<file path="config.mk">
export PLATFORM = sky130hd
export DESIGN_NAME = bcc_core
export DESIGN_NICKNAME = d
export VERILOG_FILES = /design/src/hdl/bcc_pkg.sv /design/src/hdl/bcc_core.sv
export SDC_FILE = /design/constraint.sdc
export NUM_CORES = 1
export LEC_CHECK = 0
export BUFFER_PORTS_ARGS = -buffer_cell sky130_fd_sc_hd__buf_4
export CORE_MARGIN = 4
export CORE_UTILIZATION = 55
export CTS_CLUSTER_DIAMETER = 200
export DETAILED_ROUTE_END_ITERATION = 16
export MAX_ROUTING_LAYER = met4
export PLACE_DENSITY = 0.87
export SKIP_LAST_GASP = 1
export SLEW_MARGIN = 30
export SYNTH_ARGS = -nofsm -noshare
export SYNTH_HDL_FRONTEND = slang
export SYNTH_SLANG_ARGS = --single-unit
</file>
<file path="constraint.sdc">
create_clock -name core_clk -period 3.5 [get_ports core_clk]
set_input_delay 0.7 -clock core_clk [delete_from_list [all_inputs] [get_ports core_clk]]
set_output_delay 0.7 -clock core_clk [all_outputs]
set_load 0.02 [all_outputs]
</file>
<file path="src/hdl/bcc_pkg.sv">
// constants, field layouts and carriers of the bcd calendar clock core
// assumes a 20 MHz core clock and a plain strobe register port
package bcc_pkg;
	// register byte offsets, one aligned word each
	localparam logic [7:0] OFS_SEC = 8'h00;
	localparam logic [7:0] OFS_MIN = 8'h04;
	localparam logic [7:0] OFS_HOUR = 8'h08;
	localparam logic [7:0] OFS_DAY = 8'h0C;
	localparam logic [7:0] OFS_MON = 8'h10;
	localparam logic [7:0] OFS_YEAR = 8'h14;
	localparam logic [7:0] OFS_WDAY = 8'h18;
	localparam logic [7:0] ALM_BASE = 8'h20;
	localparam logic [7:0] FLD_MASK = 8'h1F;
	localparam logic [7:0] OFS_CTRL = 8'h40;
	localparam logic [7:0] OFS_STAT = 8'h44;
	localparam logic [7:0] OFS_KEY0 = 8'h6C;
	localparam logic [7:0] OFS_KEY1 = 8'h70;
	// control bit positions
	localparam int CB_RUN = 0;
	localparam int CB_RND = 1;
	localparam int CB_HFMT = 2;
	localparam int CB_LEAK = 3;
	localparam int CB_DIS = 4;
	localparam int CTRL_W = 5;
	localparam logic [CTRL_W-1:0] CTRL_RST = 5'h00;
	// status bit positions
	localparam int SB_BUSY = 0;
	localparam int SB_RUN = 1;
	localparam int SB_OPEN = 2;
	// hour register meridiem bit
	localparam int HB_PM = 7;
	// unlock keys
	localparam logic [31:0] KEY_FIRST = 32'h83E70B13;
	localparam logic [31:0] KEY_SECOND = 32'h95A4F1E0;
	// timing
	localparam int CLK_MHZ = 20;
	localparam int BUSY_US = 15;
	localparam int UPD_CYC = BUSY_US * CLK_MHZ;
	localparam int WR_LAT = 4;
	localparam int REF_HZ = 32768;
	typedef struct packed {
		logic [2:0] wd;
		logic [7:0] yr;
		logic [4:0] mon;
		logic [5:0] day;
		logic pm;
		logic [5:0] hr;
		logic [6:0] mn;
		logic [6:0] sc;
	} bcc_time_t;
	typedef struct packed {
		logic vld;
		logic [7:0] addr;
		logic [31:0] data;
	} bcc_wr_t;
	typedef enum logic [1:0] {KEY_LOCKED, KEY_HALF, KEY_OPEN} bcc_key_t;
endpackage : bcc_pkg
</file>
<file path="src/hdl/bcc_core.sv">
// bcd time and calendar core with write protection and busy window
// assumes osc_in_pin is synchronous to core_clk and toggles at the reference rate
`timescale 1ns/1ps

// Contract
// advance time once per second from the reference clock while running
// all time and calendar fields are held in bcd
// seconds and minutes count 00 to 59, then wrap and carry
// hours count 01-12 in twelve-hour, 00-23 in twenty-four-hour form
// day of month counts from 01, rolls into month at month end
// month counts 01 to 12, wraps to 01 and advances the year
// year holds two bcd digits 00 to 99 and wraps
// weekday is three bits cycling 0 to 6, advancing at each day rollover
// february has 29 days in leap years, 28 otherwise; other months proper
// alarm registers share the time field encoding and widths
// hour format 0 keeps twenty-four-hour time, meridiem bit ignored
// hour format 1 keeps twelve-hour time, meridiem 0 am, 1 pm
// reading seconds copies all time fields into a shadow snapshot
// round bit set: next seconds read rounds to nearest minute, once
// run bit cleared stops all automatic updates
// busy reads low only if no update comes for 15 us
// host stops counting or sees busy low before writing time
// written time value lands four cycles later; earlier reads see old
// host never clears the disable bit once it has set it
// split-power bit drives the leakage isolation enable
// no reliance on power-on reset; time persists across system reset
// every register except the keys ignores writes while protected
// first key then second key unlocks; any key write relocks
// busy rises before each update and falls once it completes
// twelve-hour mode goes 12 to 01 and toggles meridiem at 11 to 12
// the round bit clears itself after rounding
module bcc_core #(
	parameter int REF_PER = bcc_pkg::REF_HZ
) (
	// clock and reset
	input logic core_clk,
	input logic sys_rst,
	// register port
	input logic [7:0] reg_addr,
	input logic [31:0] reg_wdata,
	input logic reg_wr,
	input logic reg_rd,
	output logic [31:0] reg_rdata,
	// oscillator pins
	input logic osc_in_pin,
	output logic osc_out_pin,
	// power control
	output logic leakage_isolation_enable
);
	localparam int RW = $clog2(REF_PER);
	localparam int DW = $clog2(bcc_pkg::UPD_CYC);
	localparam int UPD_LAST = bcc_pkg::UPD_CYC - 1;

	function automatic logic [7:0] binc(input logic [7:0] v);
		if (v[3:0] == 4'h9) begin
			binc = {v[7:4] + 4'h1, 4'h0};
		end else begin
			binc = v + 8'h01;
		end
	endfunction : binc

	// last bcd day of month; year xx00 counts as leap
	function automatic logic [5:0] last_day(input logic [4:0] m, input logic [7:0] y);
		logic leap;
		leap = y[4] ? (y[3:0] == 4'h2 || y[3:0] == 4'h6)
			: (y[3:0] == 4'h0 || y[3:0] == 4'h4 || y[3:0] == 4'h8);
		case (m)
			5'h02: last_day = leap ? 6'h29 : 6'h28;
			5'h04, 5'h06, 5'h09, 5'h11: last_day = 6'h30;
			default: last_day = 6'h31;
		endcase
	endfunction : last_day

	// one second step of the whole calendar
	function automatic bcc_pkg::bcc_time_t adv(input bcc_pkg::bcc_time_t t, input logic h12);
		logic dayw;
		adv = t;
		dayw = 1'b0;
		adv.sc = (t.sc == 7'h59) ? 7'h00 : 7'(binc({1'b0, t.sc}));
		if (t.sc == 7'h59) begin
			adv.mn = (t.mn == 7'h59) ? 7'h00 : 7'(binc({1'b0, t.mn}));
			if (t.mn == 7'h59) begin
				if (h12) begin
					if (t.hr == 6'h11) begin
						adv.hr = 6'h12;
						adv.pm = ~t.pm;
						dayw = t.pm;
					end else if (t.hr == 6'h12) begin
						adv.hr = 6'h01;
					end else begin
						adv.hr = 6'(binc({2'b00, t.hr}));
					end
				end else begin
					// meridiem left untouched in this form, see
					dayw = (t.hr == 6'h23);
					adv.hr = dayw ? 6'h00 : 6'(binc({2'b00, t.hr}));
				end
			end
		end
		if (dayw) begin
			adv.wd = (t.wd == 3'h6) ? 3'h0 : t.wd + 3'h1;
			if (t.day == last_day(t.mon, t.yr)) begin
				adv.day = 6'h01;
				adv.mon = (t.mon == 5'h12) ? 5'h01 : 5'(binc({3'b000, t.mon}));
				if (t.mon == 5'h12) begin
					adv.yr = (t.yr == 8'h99) ? 8'h00 : binc(t.yr);
				end
			end else begin
				adv.day = 6'(binc({2'b00, t.day}));
			end
		end
	endfunction : adv

	// field select by offset, shared by time and alarm sets
	function automatic logic [31:0] fld(input bcc_pkg::bcc_time_t t, input logic [7:0] a);
		fld = '0;
		case (a & bcc_pkg::FLD_MASK)
			bcc_pkg::OFS_SEC: fld[6:0] = t.sc;
			bcc_pkg::OFS_MIN: fld[6:0] = t.mn;
			bcc_pkg::OFS_HOUR: begin
				fld[5:0] = t.hr;
				fld[bcc_pkg::HB_PM] = t.pm;
			end
			bcc_pkg::OFS_DAY: fld[5:0] = t.day;
			bcc_pkg::OFS_MON: fld[4:0] = t.mon;
			bcc_pkg::OFS_YEAR: fld[7:0] = t.yr;
			bcc_pkg::OFS_WDAY: fld[2:0] = t.wd;
			default: fld = '0;
		endcase
	endfunction : fld

	// field store, bits beyond each field width are dropped
	function automatic bcc_pkg::bcc_time_t put(input bcc_pkg::bcc_time_t t,
		input logic [7:0] a, input logic [31:0] d);
		put = t;
		case (a & bcc_pkg::FLD_MASK)
			bcc_pkg::OFS_SEC: put.sc = d[6:0];
			bcc_pkg::OFS_MIN: put.mn = d[6:0];
			bcc_pkg::OFS_HOUR: begin
				put.hr = d[5:0];
				put.pm = d[bcc_pkg::HB_PM];
			end
			bcc_pkg::OFS_DAY: put.day = d[5:0];
			bcc_pkg::OFS_MON: put.mon = d[4:0];
			bcc_pkg::OFS_YEAR: put.yr = d[7:0];
			bcc_pkg::OFS_WDAY: put.wd = d[2:0];
			default: put = t;
		endcase
	endfunction : put

	function automatic logic is_tc(input logic [7:0] a);
		logic [7:0] f;
		logic [7:0] g;
		f = a & bcc_pkg::FLD_MASK;
		g = a & ~bcc_pkg::FLD_MASK;
		is_tc = (g == 8'h00 || g == bcc_pkg::ALM_BASE) && f <= bcc_pkg::OFS_WDAY
			&& f[1:0] == 2'b00;
	endfunction : is_tc

	logic osc_q_reg;
	logic [RW-1:0] ref_cnt_reg;
	logic busy_reg;
	logic [DW-1:0] dly_reg;
	logic [bcc_pkg::CTRL_W-1:0] ctrl_reg;
	bcc_pkg::bcc_key_t key_reg;
	bcc_pkg::bcc_time_t cur_reg;
	bcc_pkg::bcc_time_t shd_reg;
	bcc_pkg::bcc_time_t alm_reg;
	bcc_pkg::bcc_wr_t [bcc_pkg::WR_LAT-2:0] wp_reg;
	bcc_pkg::bcc_wr_t wl;
	bcc_pkg::bcc_time_t snap;
	bcc_pkg::bcc_time_t rnd;
	logic ref_edge;
	logic counting;
	logic fire;
	logic h12;
	logic acc;
	logic rnd_now;
	logic rd_sec;

	assign h12 = ctrl_reg[bcc_pkg::CB_HFMT];
	assign counting = ctrl_reg[bcc_pkg::CB_RUN] && !ctrl_reg[bcc_pkg::CB_DIS];
	assign ref_edge = osc_in_pin && !osc_q_reg;
	// a stop during the busy window drops that second's update
	assign fire = busy_reg && dly_reg == '0 && ctrl_reg[bcc_pkg::CB_RUN];
	// key registers stay writable while the rest is locked
	assign acc = reg_wr && (key_reg == bcc_pkg::KEY_OPEN
		|| reg_addr == bcc_pkg::OFS_KEY0 || reg_addr == bcc_pkg::OFS_KEY1);
	assign wl = wp_reg[bcc_pkg::WR_LAT-2];
	assign rd_sec = reg_rd && reg_addr == bcc_pkg::OFS_SEC;
	assign rnd_now = rd_sec && ctrl_reg[bcc_pkg::CB_RND];

	// rounding reuses the second step from :59 so carries ripple upward
	always_comb begin
		rnd = cur_reg;
		rnd.sc = 7'h59;
		if (cur_reg.sc >= 7'h30) begin
			rnd = adv(rnd, h12);
		end else begin
			rnd = cur_reg;
			rnd.sc = 7'h00;
		end
		snap = rnd_now ? rnd : cur_reg;
	end

	// oscillator buffer and reference divider
	always_ff @(posedge core_clk) begin
		osc_q_reg <= osc_in_pin;
		osc_out_pin <= !osc_in_pin && !ctrl_reg[bcc_pkg::CB_DIS];
		if (sys_rst) begin
			ref_cnt_reg <= '0;
		end else if (ref_edge && counting) begin
			ref_cnt_reg <= (ref_cnt_reg == RW'(REF_PER - 1)) ? '0 : ref_cnt_reg + 1'b1;
		end
	end

	// busy opens a fixed window ahead of every update
	always_ff @(posedge core_clk) begin
		if (sys_rst) begin
			busy_reg <= 1'b0;
			dly_reg <= '0;
		end else if (busy_reg && dly_reg == '0) begin
			busy_reg <= 1'b0;
		end else if (ref_edge && counting && ref_cnt_reg == RW'(REF_PER - 1)) begin
			busy_reg <= 1'b1;
			dly_reg <= DW'(UPD_LAST);
		end else if (busy_reg) begin
			dly_reg <= dly_reg - 1'b1;
		end
	end

	// write delay line for time and alarm fields
	always_ff @(posedge core_clk) begin
		if (sys_rst) begin
			wp_reg <= '0;
		end else begin
			wp_reg <= {wp_reg[bcc_pkg::WR_LAT-3:0],
				{acc && is_tc(reg_addr), reg_addr, reg_wdata}};
		end
	end

	// time, shadow and alarm carry no reset so a system reset keeps the time
	always_ff @(posedge core_clk) begin
		if (wl.vld && wl.addr < bcc_pkg::ALM_BASE) begin
			cur_reg <= put(cur_reg, wl.addr, wl.data);
		end else if (rnd_now) begin
			cur_reg <= rnd;
		end else if (fire) begin
			cur_reg <= adv(cur_reg, h12);
		end
		if (rd_sec) begin
			shd_reg <= snap;
		end
		if (wl.vld && wl.addr >= bcc_pkg::ALM_BASE) begin
			alm_reg <= put(alm_reg, wl.addr, wl.data);
		end
	end

	// control register; the round bit drops once used
	always_ff @(posedge core_clk) begin
		if (sys_rst) begin
			ctrl_reg <= bcc_pkg::CTRL_RST;
			leakage_isolation_enable <= 1'b0;
		end else begin
			if (acc && reg_addr == bcc_pkg::OFS_CTRL) begin
				ctrl_reg <= reg_wdata[bcc_pkg::CTRL_W-1:0];
			end else if (rnd_now) begin
				ctrl_reg[bcc_pkg::CB_RND] <= 1'b0;
			end
			leakage_isolation_enable <= ctrl_reg[bcc_pkg::CB_LEAK];
		end
	end

	// unlock sequence
	always_ff @(posedge core_clk) begin
		if (sys_rst) begin
			key_reg <= bcc_pkg::KEY_LOCKED;
		end else if (reg_wr && reg_addr == bcc_pkg::OFS_KEY0) begin
			key_reg <= (reg_wdata == bcc_pkg::KEY_FIRST) ? bcc_pkg::KEY_HALF
				: bcc_pkg::KEY_LOCKED;
		end else if (reg_wr && reg_addr == bcc_pkg::OFS_KEY1) begin
			key_reg <= (key_reg == bcc_pkg::KEY_HALF && reg_wdata == bcc_pkg::KEY_SECOND)
				? bcc_pkg::KEY_OPEN : bcc_pkg::KEY_LOCKED;
		end
	end

	// read data stands only in the cycle after the strobe
	always_ff @(posedge core_clk) begin
		if (sys_rst || !reg_rd) begin
			reg_rdata <= '0;
		end else if (rd_sec) begin
			reg_rdata <= fld(snap, reg_addr);
		end else if (is_tc(reg_addr)) begin
			reg_rdata <= fld(reg_addr >= bcc_pkg::ALM_BASE ? alm_reg : shd_reg, reg_addr);
		end else if (reg_addr == bcc_pkg::OFS_CTRL) begin
			reg_rdata <= {{(32 - bcc_pkg::CTRL_W){1'b0}}, ctrl_reg};
		end else if (reg_addr == bcc_pkg::OFS_STAT) begin
			reg_rdata <= '0;
			reg_rdata[bcc_pkg::SB_BUSY] <= busy_reg;
			reg_rdata[bcc_pkg::SB_RUN] <= counting;
			reg_rdata[bcc_pkg::SB_OPEN] <= key_reg == bcc_pkg::KEY_OPEN;
		end else begin
			reg_rdata <= '0;
		end
	end

	logic tick_clean;
	assign tick_clean = fire && !wl.vld && !rnd_now;
endmodule : bcc_core

</file>
==> reports/metrics.cfg, run 1 <==
[outcome]
status=completed

[floorplan]
core_area_um2=19700
die_w_um=150
die_y_um=150
initial_core_util=0.566
rows=51
io_pins=79
dieArea_um2=22600

[routing]
wire_per_inst_um=20.5
ant_nets=0
first_pass_iters=6
drt_iter0_drc=1276
totalWireLength_mm=29.8
avgViaCountPerCell=6.26
vias=9105
drc=0

[setup_path]
cp_top_family=simple AND/OR/NAND/NOR gates
r2r_start=cur_reg[30]
crit_type=reg -> reg
startpoint_type=flop
path_max_fanout=10
slowest_stage=or4b_4
reg2reg_depth=7
crit_path_max_incr_delay_ns=0.60
cp-end-kind=flop
r2r_slack_ns=0.44
arrival_ns=3.38
crit_buf_inv=0
r2r_end=cur_reg[30]
cp_cell_sequence=or4b_4, nor4b_2, o211ai_1, nor3b_2, a21o_1, a31oi_1, o311ai_0
cp.required_ns=3.82

[placed_design]
gp_congestion=0.977
dp_worst_setup_slack_ns=0.163
hpwl_mm=20.4
port_buffers=54

[logic_synthesis]
ys_seq_area_frac=0.515
syn_area_per_cell_um2=10.0
yosys_warnings=0
async_reset_ff_frac=0
synth_area_um2=11200
ys.flop_type=edfxtp_1
netlist_instances=1115
synth_top_area_frac=0.347
ys_types=79
yosysTopAreaCell=edfxtp_1
synth_area_leaders=edfxtp_1, dfxtp_1, nand2_1, nor2b_1, nor2_1
ys_seq_elements=223
synth_edf_count=129

[finish]
final_common_cell=edfxtp_1
nFillCells=1406
seqCellArea_um2=5760
area_growth_pct=13.4
multiInputGateArea_um2=4970
antennaDiodeCount=0
fin_nets=1233
drive_above_1_share=0.138
layout_common_cells=edfxtp_1, nand2_1, dfxtp_1

[clocking]
cts_tree=done
cts_buffers=24
clock_sinks=223
clk_latency_ns=0.53
post_cts_buffers=0
cts_hold_buf=0
root_buffer=clkbuf_16
clk_pin_slew_ns=0.06
clock_path_buffers=3
htree_num_levels=1
ctsResizeCount=0

[flow_run]
max-cap-violations=0

[power_and_ir_drop]
peakVddDrop_mv=0.302
power_frac_clock=0.463
switchingPower_w=0.00117
internal_power_w=0.00434
p_sw_frac=0.213
powerDensity_nw_per_um2=435
seqPwrFrac=0.505
power_leakage_nw=4.65
combPwrFrac=0.031

[min_path]
hold_class=in -> reg
hold_start=osc_in_pin
whs_path_depth=1
hold_end=osc_q_reg

[sta]
fin_setup_tns_ns=0
drv_slew=0
slew_headroom=0.440
fin_crit_sh=0.874
period_minus_slack_ns=3.06
rsz0062_at_grt=no
clock_skew_ns=0.0303
tightest_slew_ns=0.833
fmax_mhz=327
fin_ws_ns=0.440
setup-violations-final=0
finalHoldViolCount=0

[global_route]
grt_pass1_wl_mm=46.9
grt_pass1_vias=8750
grt_max_degree=50
gr-total-overflow=0
antenna_found_initial=0
grtUsageTotal=0.272

## cells by family after synthesis
kind of cell               after synthesis  share of synthesized area
and+or+nand+nor                        464                      0.221
buffers and inverters                  106                     0.0474
DFF                                    223                      0.515
adders and majority gates               17                     0.0188
AOI/OAI and AO/OA                      231                      0.129
xor gates and xnor gates                35                     0.0275
other                                    1                   0.000336
muxes                                   38                     0.0406
## final cells by class
type	instances	share of cell area
tap	265	0.0262
multi-input combinational	809	0.393
clock buffer	34	0.0561
sequential	223	0.455
inverter	20	0.00593
clock inverter	10	0.00741
timing repair buffer	94	0.0567
## synth_stat cells (all sizes together), types with 17 or more instances
| library cell | n |
|---|---|
| edfxtp | 129 |
| inv | 20 |
| xnor2 | 19 |
| mux2i | 25 |
| o21ai | 65 |
| a21oi | 61 |
| nand2 | 120 |
| dfxtp | 94 |
| nor2 | 88 |
| buf | 44 |
| nor3 | 30 |
| nand2b | 17 |
| clkbuf | 42 |
| nor2b | 71 |
| a31oi | 23 |
| nand3 | 36 |
## worst max-delay path by stage
stage                startpoint  slack (ns)     endpoint  cells after the start
detailed placement  reg_addr[1]        0.16  shd_reg[39]                      7
global placement    reg_addr[1]        0.20  shd_reg[39]                      7
floorplan           reg_addr[2]        0.42  cur_reg[32]                      8
global route        cur_reg[30]        0.27  cur_reg[33]                      7
CTS                 cur_reg[30]        0.44  cur_reg[30]                      7
finish              cur_reg[30]        0.44  cur_reg[30]                      7
## worst reg2reg max path, cell delays in order (launching register included)
cell and delay, ns:
edfxtp_1 0.55, or4b_4 0.60, nor4b_2 0.25, o211ai_1 0.14, nor3b_2 0.44, a21o_1 0.47, a31oi_1 0.15, o311ai_0 0.27
## metal layers
| metal | wire (um) | track usage | up-vias | share of wire |
|---|---|---|---|---|
| met4 | 1260 | 0.119 | 0 | 0.042 |
| met3 | 3540 | 0.0593 | 117 | 0.12 |
| met5 | 0 | - | - | 0 |
| met2 | 13900 | 0.428 | 606 | 0.47 |
| li1 | - | - | 4130 | - |
| met1 | 11100 | 0.340 | 4252 | 0.37 |
## power by group through the flow
stage | Clock, W | Sequential [W] | Combinational [W]
2_1_floorplan | 0 | 0.00283 | 0.000118
6_report | 0.00255 | 0.00279 | 0.000173
3_5_place_dp | 0 | 0.00284 | 0.000167
4_1_cts | 0.00256 | 0.00279 | 0.000169
3_3_place_gp | 0 | 0.00284 | 0.000164
5_1_grt | 0.00268 | 0.00279 | 0.000185
## metrics by stage
| step | cells | utilization | instance area (um^2) | total power, W | hold slack [ns] |
|---|---|---|---|---|---|
| 3_3_place_gp | 1411 | 0.601 | 11900 | 0.00301 | 0.417 |
| 5_1_grt | 1455 | 0.642 | 12700 | 0.00565 | 0.318 |
| 2_1_floorplan | 1138 | - | 11300 | 0.00295 | 0.414 |
| 3_5_place_dp | 1411 | 0.601 | 11900 | 0.00301 | 0.423 |
| 4_1_cts | 1455 | 0.642 | 12700 | 0.00551 | 0.312 |
| 6_report | 1455 | 0.642 | 12700 | 0.00551 | 0.320 |
Note: power is estimated with default switching activity, not from simulation.
==> inputs of run 2 (changes only) <==
ABC_AREA = 1   (was default)
CTS_CLUSTER_SIZE = 30   (was default)
PLACE_DENSITY = 0.86   (was 0.87)
==> reports/metrics.cfg, run 2 <==
[outcome]
status=completed

[global_route]
grt_pass1_vias=9567
gr-total-overflow=0
grtUsageTotal=0.271
grt_max_degree=64
grt_pass1_wl_mm=50.1
antenna_found_initial=0

[floorplan]
initial_core_util=0.567
die_w_um=153
rows=52
io_pins=79
die_y_um=153
core_area_um2=20500
dieArea_um2=23500

[logic_synthesis]
synth_top_area_frac=0.333
ys_seq_elements=223
synth_edf_count=129
yosysMostFrequentCell=nand2_1
yosys_warnings=0
netlist_instances=1428
yosysTopAreaCell=edfxtp_1
synth_area_um2=11600
synthTopCellsByCount=nand2_1, inv_1, nor2_1
ys.flop_type=edfxtp_1
async_reset_ff_frac=0
synth_area_leaders=edfxtp_1, dfxtp_1, nand2_1, inv_1, nor2_1
ys_types=58
ys_seq_area_frac=0.495
syn_area_per_cell_um2=8.14

[routing]
drc=0
first_pass_iters=6
vias=10100
ant_nets=0
drt_iter0_drc=1333
wire_per_inst_um=18.3
totalWireLength_mm=32.0
avgViaCountPerCell=5.78

[setup_path]
cp.required_ns=3.63
reg2reg_depth=12
arrival_ns=3.16
path_max_fanout=6
r2r_start=dly_reg[0]
critical_path.endpoint=cur_reg[23]
r2r_slack_ns=0.46
cp-end-kind=flop
crit_type=reg -> reg
r2r_end=cur_reg[23]
startpoint_type=flop
startpoint=dly_reg[0]

[clocking]
clock_sinks=223
cts_buffers=11
clk_latency_ns=0.49
ctsResizeCount=0
htree_num_levels=1
clk_pin_slew_ns=0.12
clock_path_buffers=3
cts_tree=done
root_buffer=clkbuf_16
post_cts_buffers=0
cts_hold_buf=0

[sta]
slew_headroom=0.418
drv_slew=0
period_minus_slack_ns=3.04
fmax_mhz=329
fin_crit_sh=0.867
hold_slack_ns=0.328
finalHoldViolCount=0
fin_setup_tns_ns=0
rsz0062_at_grt=no
tightest_slew_ns=0.870
setup-violations-final=0
clock_skew_ns=0.0323

[finish]
nFillCells=1733
drive_above_1_share=0.103
fin_nets=1536
final_util=0.613
final_common_cell=nand2_1
layout_common_cells=nand2_1, inv_1, nor2_1
area_growth_pct=8.13
antennaDiodeCount=0

[power_and_ir_drop]
peakVddDrop_mv=0.415
power_leakage_nw=5.38
powerDensity_nw_per_um2=351

[placed_design]
hpwl_mm=23.6
port_buffers=54
gp_congestion=0.993

[flow_run]
max-cap-violations=0

[min_path]
hold_class=in -> reg

==> run 2: cell count changes in the layout (fill, tap and decap cells not counted), sizes merged, moves of 16 or more <==
cell / previous run / this run
a31oi: 23 / 3
and2: 16 / 0
buf: 94 / 71
clkbuf: 34 / 16
inv: 21 / 181
mux2i: 25 / 0
nand2: 120 / 389
nand2b: 17 / 0
nand3: 36 / 58
nand4: 10 / 30
nor2: 88 / 182
nor2b: 71 / 0
o21ai: 65 / 109
==> run 2: through the flow <==
step / std cells / total power, W / worst slack [ns] / area (um^2)
CTS: 1749 / 0.00441 / 0.481 / 12600
floorplan: 1451 / 0.00296 / 0.608 / 11700
global placement: 1732 / 0.00302 / 0.462 / 12300
detailed placement: 1732 / 0.00302 / 0.359 / 12300
global route: 1749 / 0.00453 / 0.164 / 12600
finish: 1749 / 0.00442 / 0.464 / 12600
==> run 2: power breakdown <==
group | switching, W | total, W | leakage [nW] | internal (W)
combinational | 0.000128 | 0.000189 | 3.29 | 0.0000616
clock | 0.000836 | 0.00145 | 0.151 | 0.000610
sequential | 0.0000125 | 0.00278 | 1.94 | 0.00277
total | 0.000976 | 0.00442 | 5.38 | 0.00344
==> run 2: layer usage <==
| layer | global-route usage | up-vias | part of all wire |
|---|---|---|---|
| met1 | 0.349 | 4614 | 0.38 |
| li1 | - | 4761 | - |
| met4 | 0.0938 | 0 | 0.041 |
| met5 | - | - | 0 |
| met2 | 0.443 | 642 | 0.47 |
| met3 | 0.0376 | 100 | 0.11 |
==> run 2: worst min path at each step <==
stage	startpoint	end	depth (start not counted)
final	osc_in_pin	osc_q_reg	1
after global routing	osc_in_pin	osc_q_reg	1
after CTS	osc_in_pin	osc_q_reg	1
after detailed placement	wp_reg[2]	wp_reg[43]	2
after global placement	wp_reg[80]	wl[39]	2
after floorplan	wp_reg[41]	wl[0]	2
==> run 2: area by class of cell <==
class                   count  area, um^2  share of cell area
multi-input cells         987        4940               0.393
clock inverters             1        20.0             0.00159
flip-flops and latches    223        5760               0.458
well taps                 270         338              0.0269
repair buffers             71         533              0.0424
clock buffers              16         294              0.0234
inverters                 181         682              0.0543
==> run 2: cells by family (layout without fill, tap and decap cells) <==
logic type	count (synthesis)	in the layout	synth area share
AND/OR/NAND/NOR	696	696	0.271
flip-flops	223	223	0.495
XOR/XNOR	13	13	0.00980
other	1	24	0.000323
AO/OA/AOI/OAI	238	238	0.120
adder cells (fa/ha/maj)	16	16	0.0172
buffers and inverters	241	269	0.0868
==> run 2: worst max-delay path: stages, from the launching register on <==
cell     delay (ns)
dfxtp_1        0.33
inv_1          0.14
ha_1           0.22
nand2_1        0.08
nor3_1         0.20
inv_1          0.10
nor3_1         0.22
nand2_1        0.11
nor2_1         0.25
a21oi_1        0.15
nor2_1         0.27
inv_1          0.10
a21oi_1        0.53
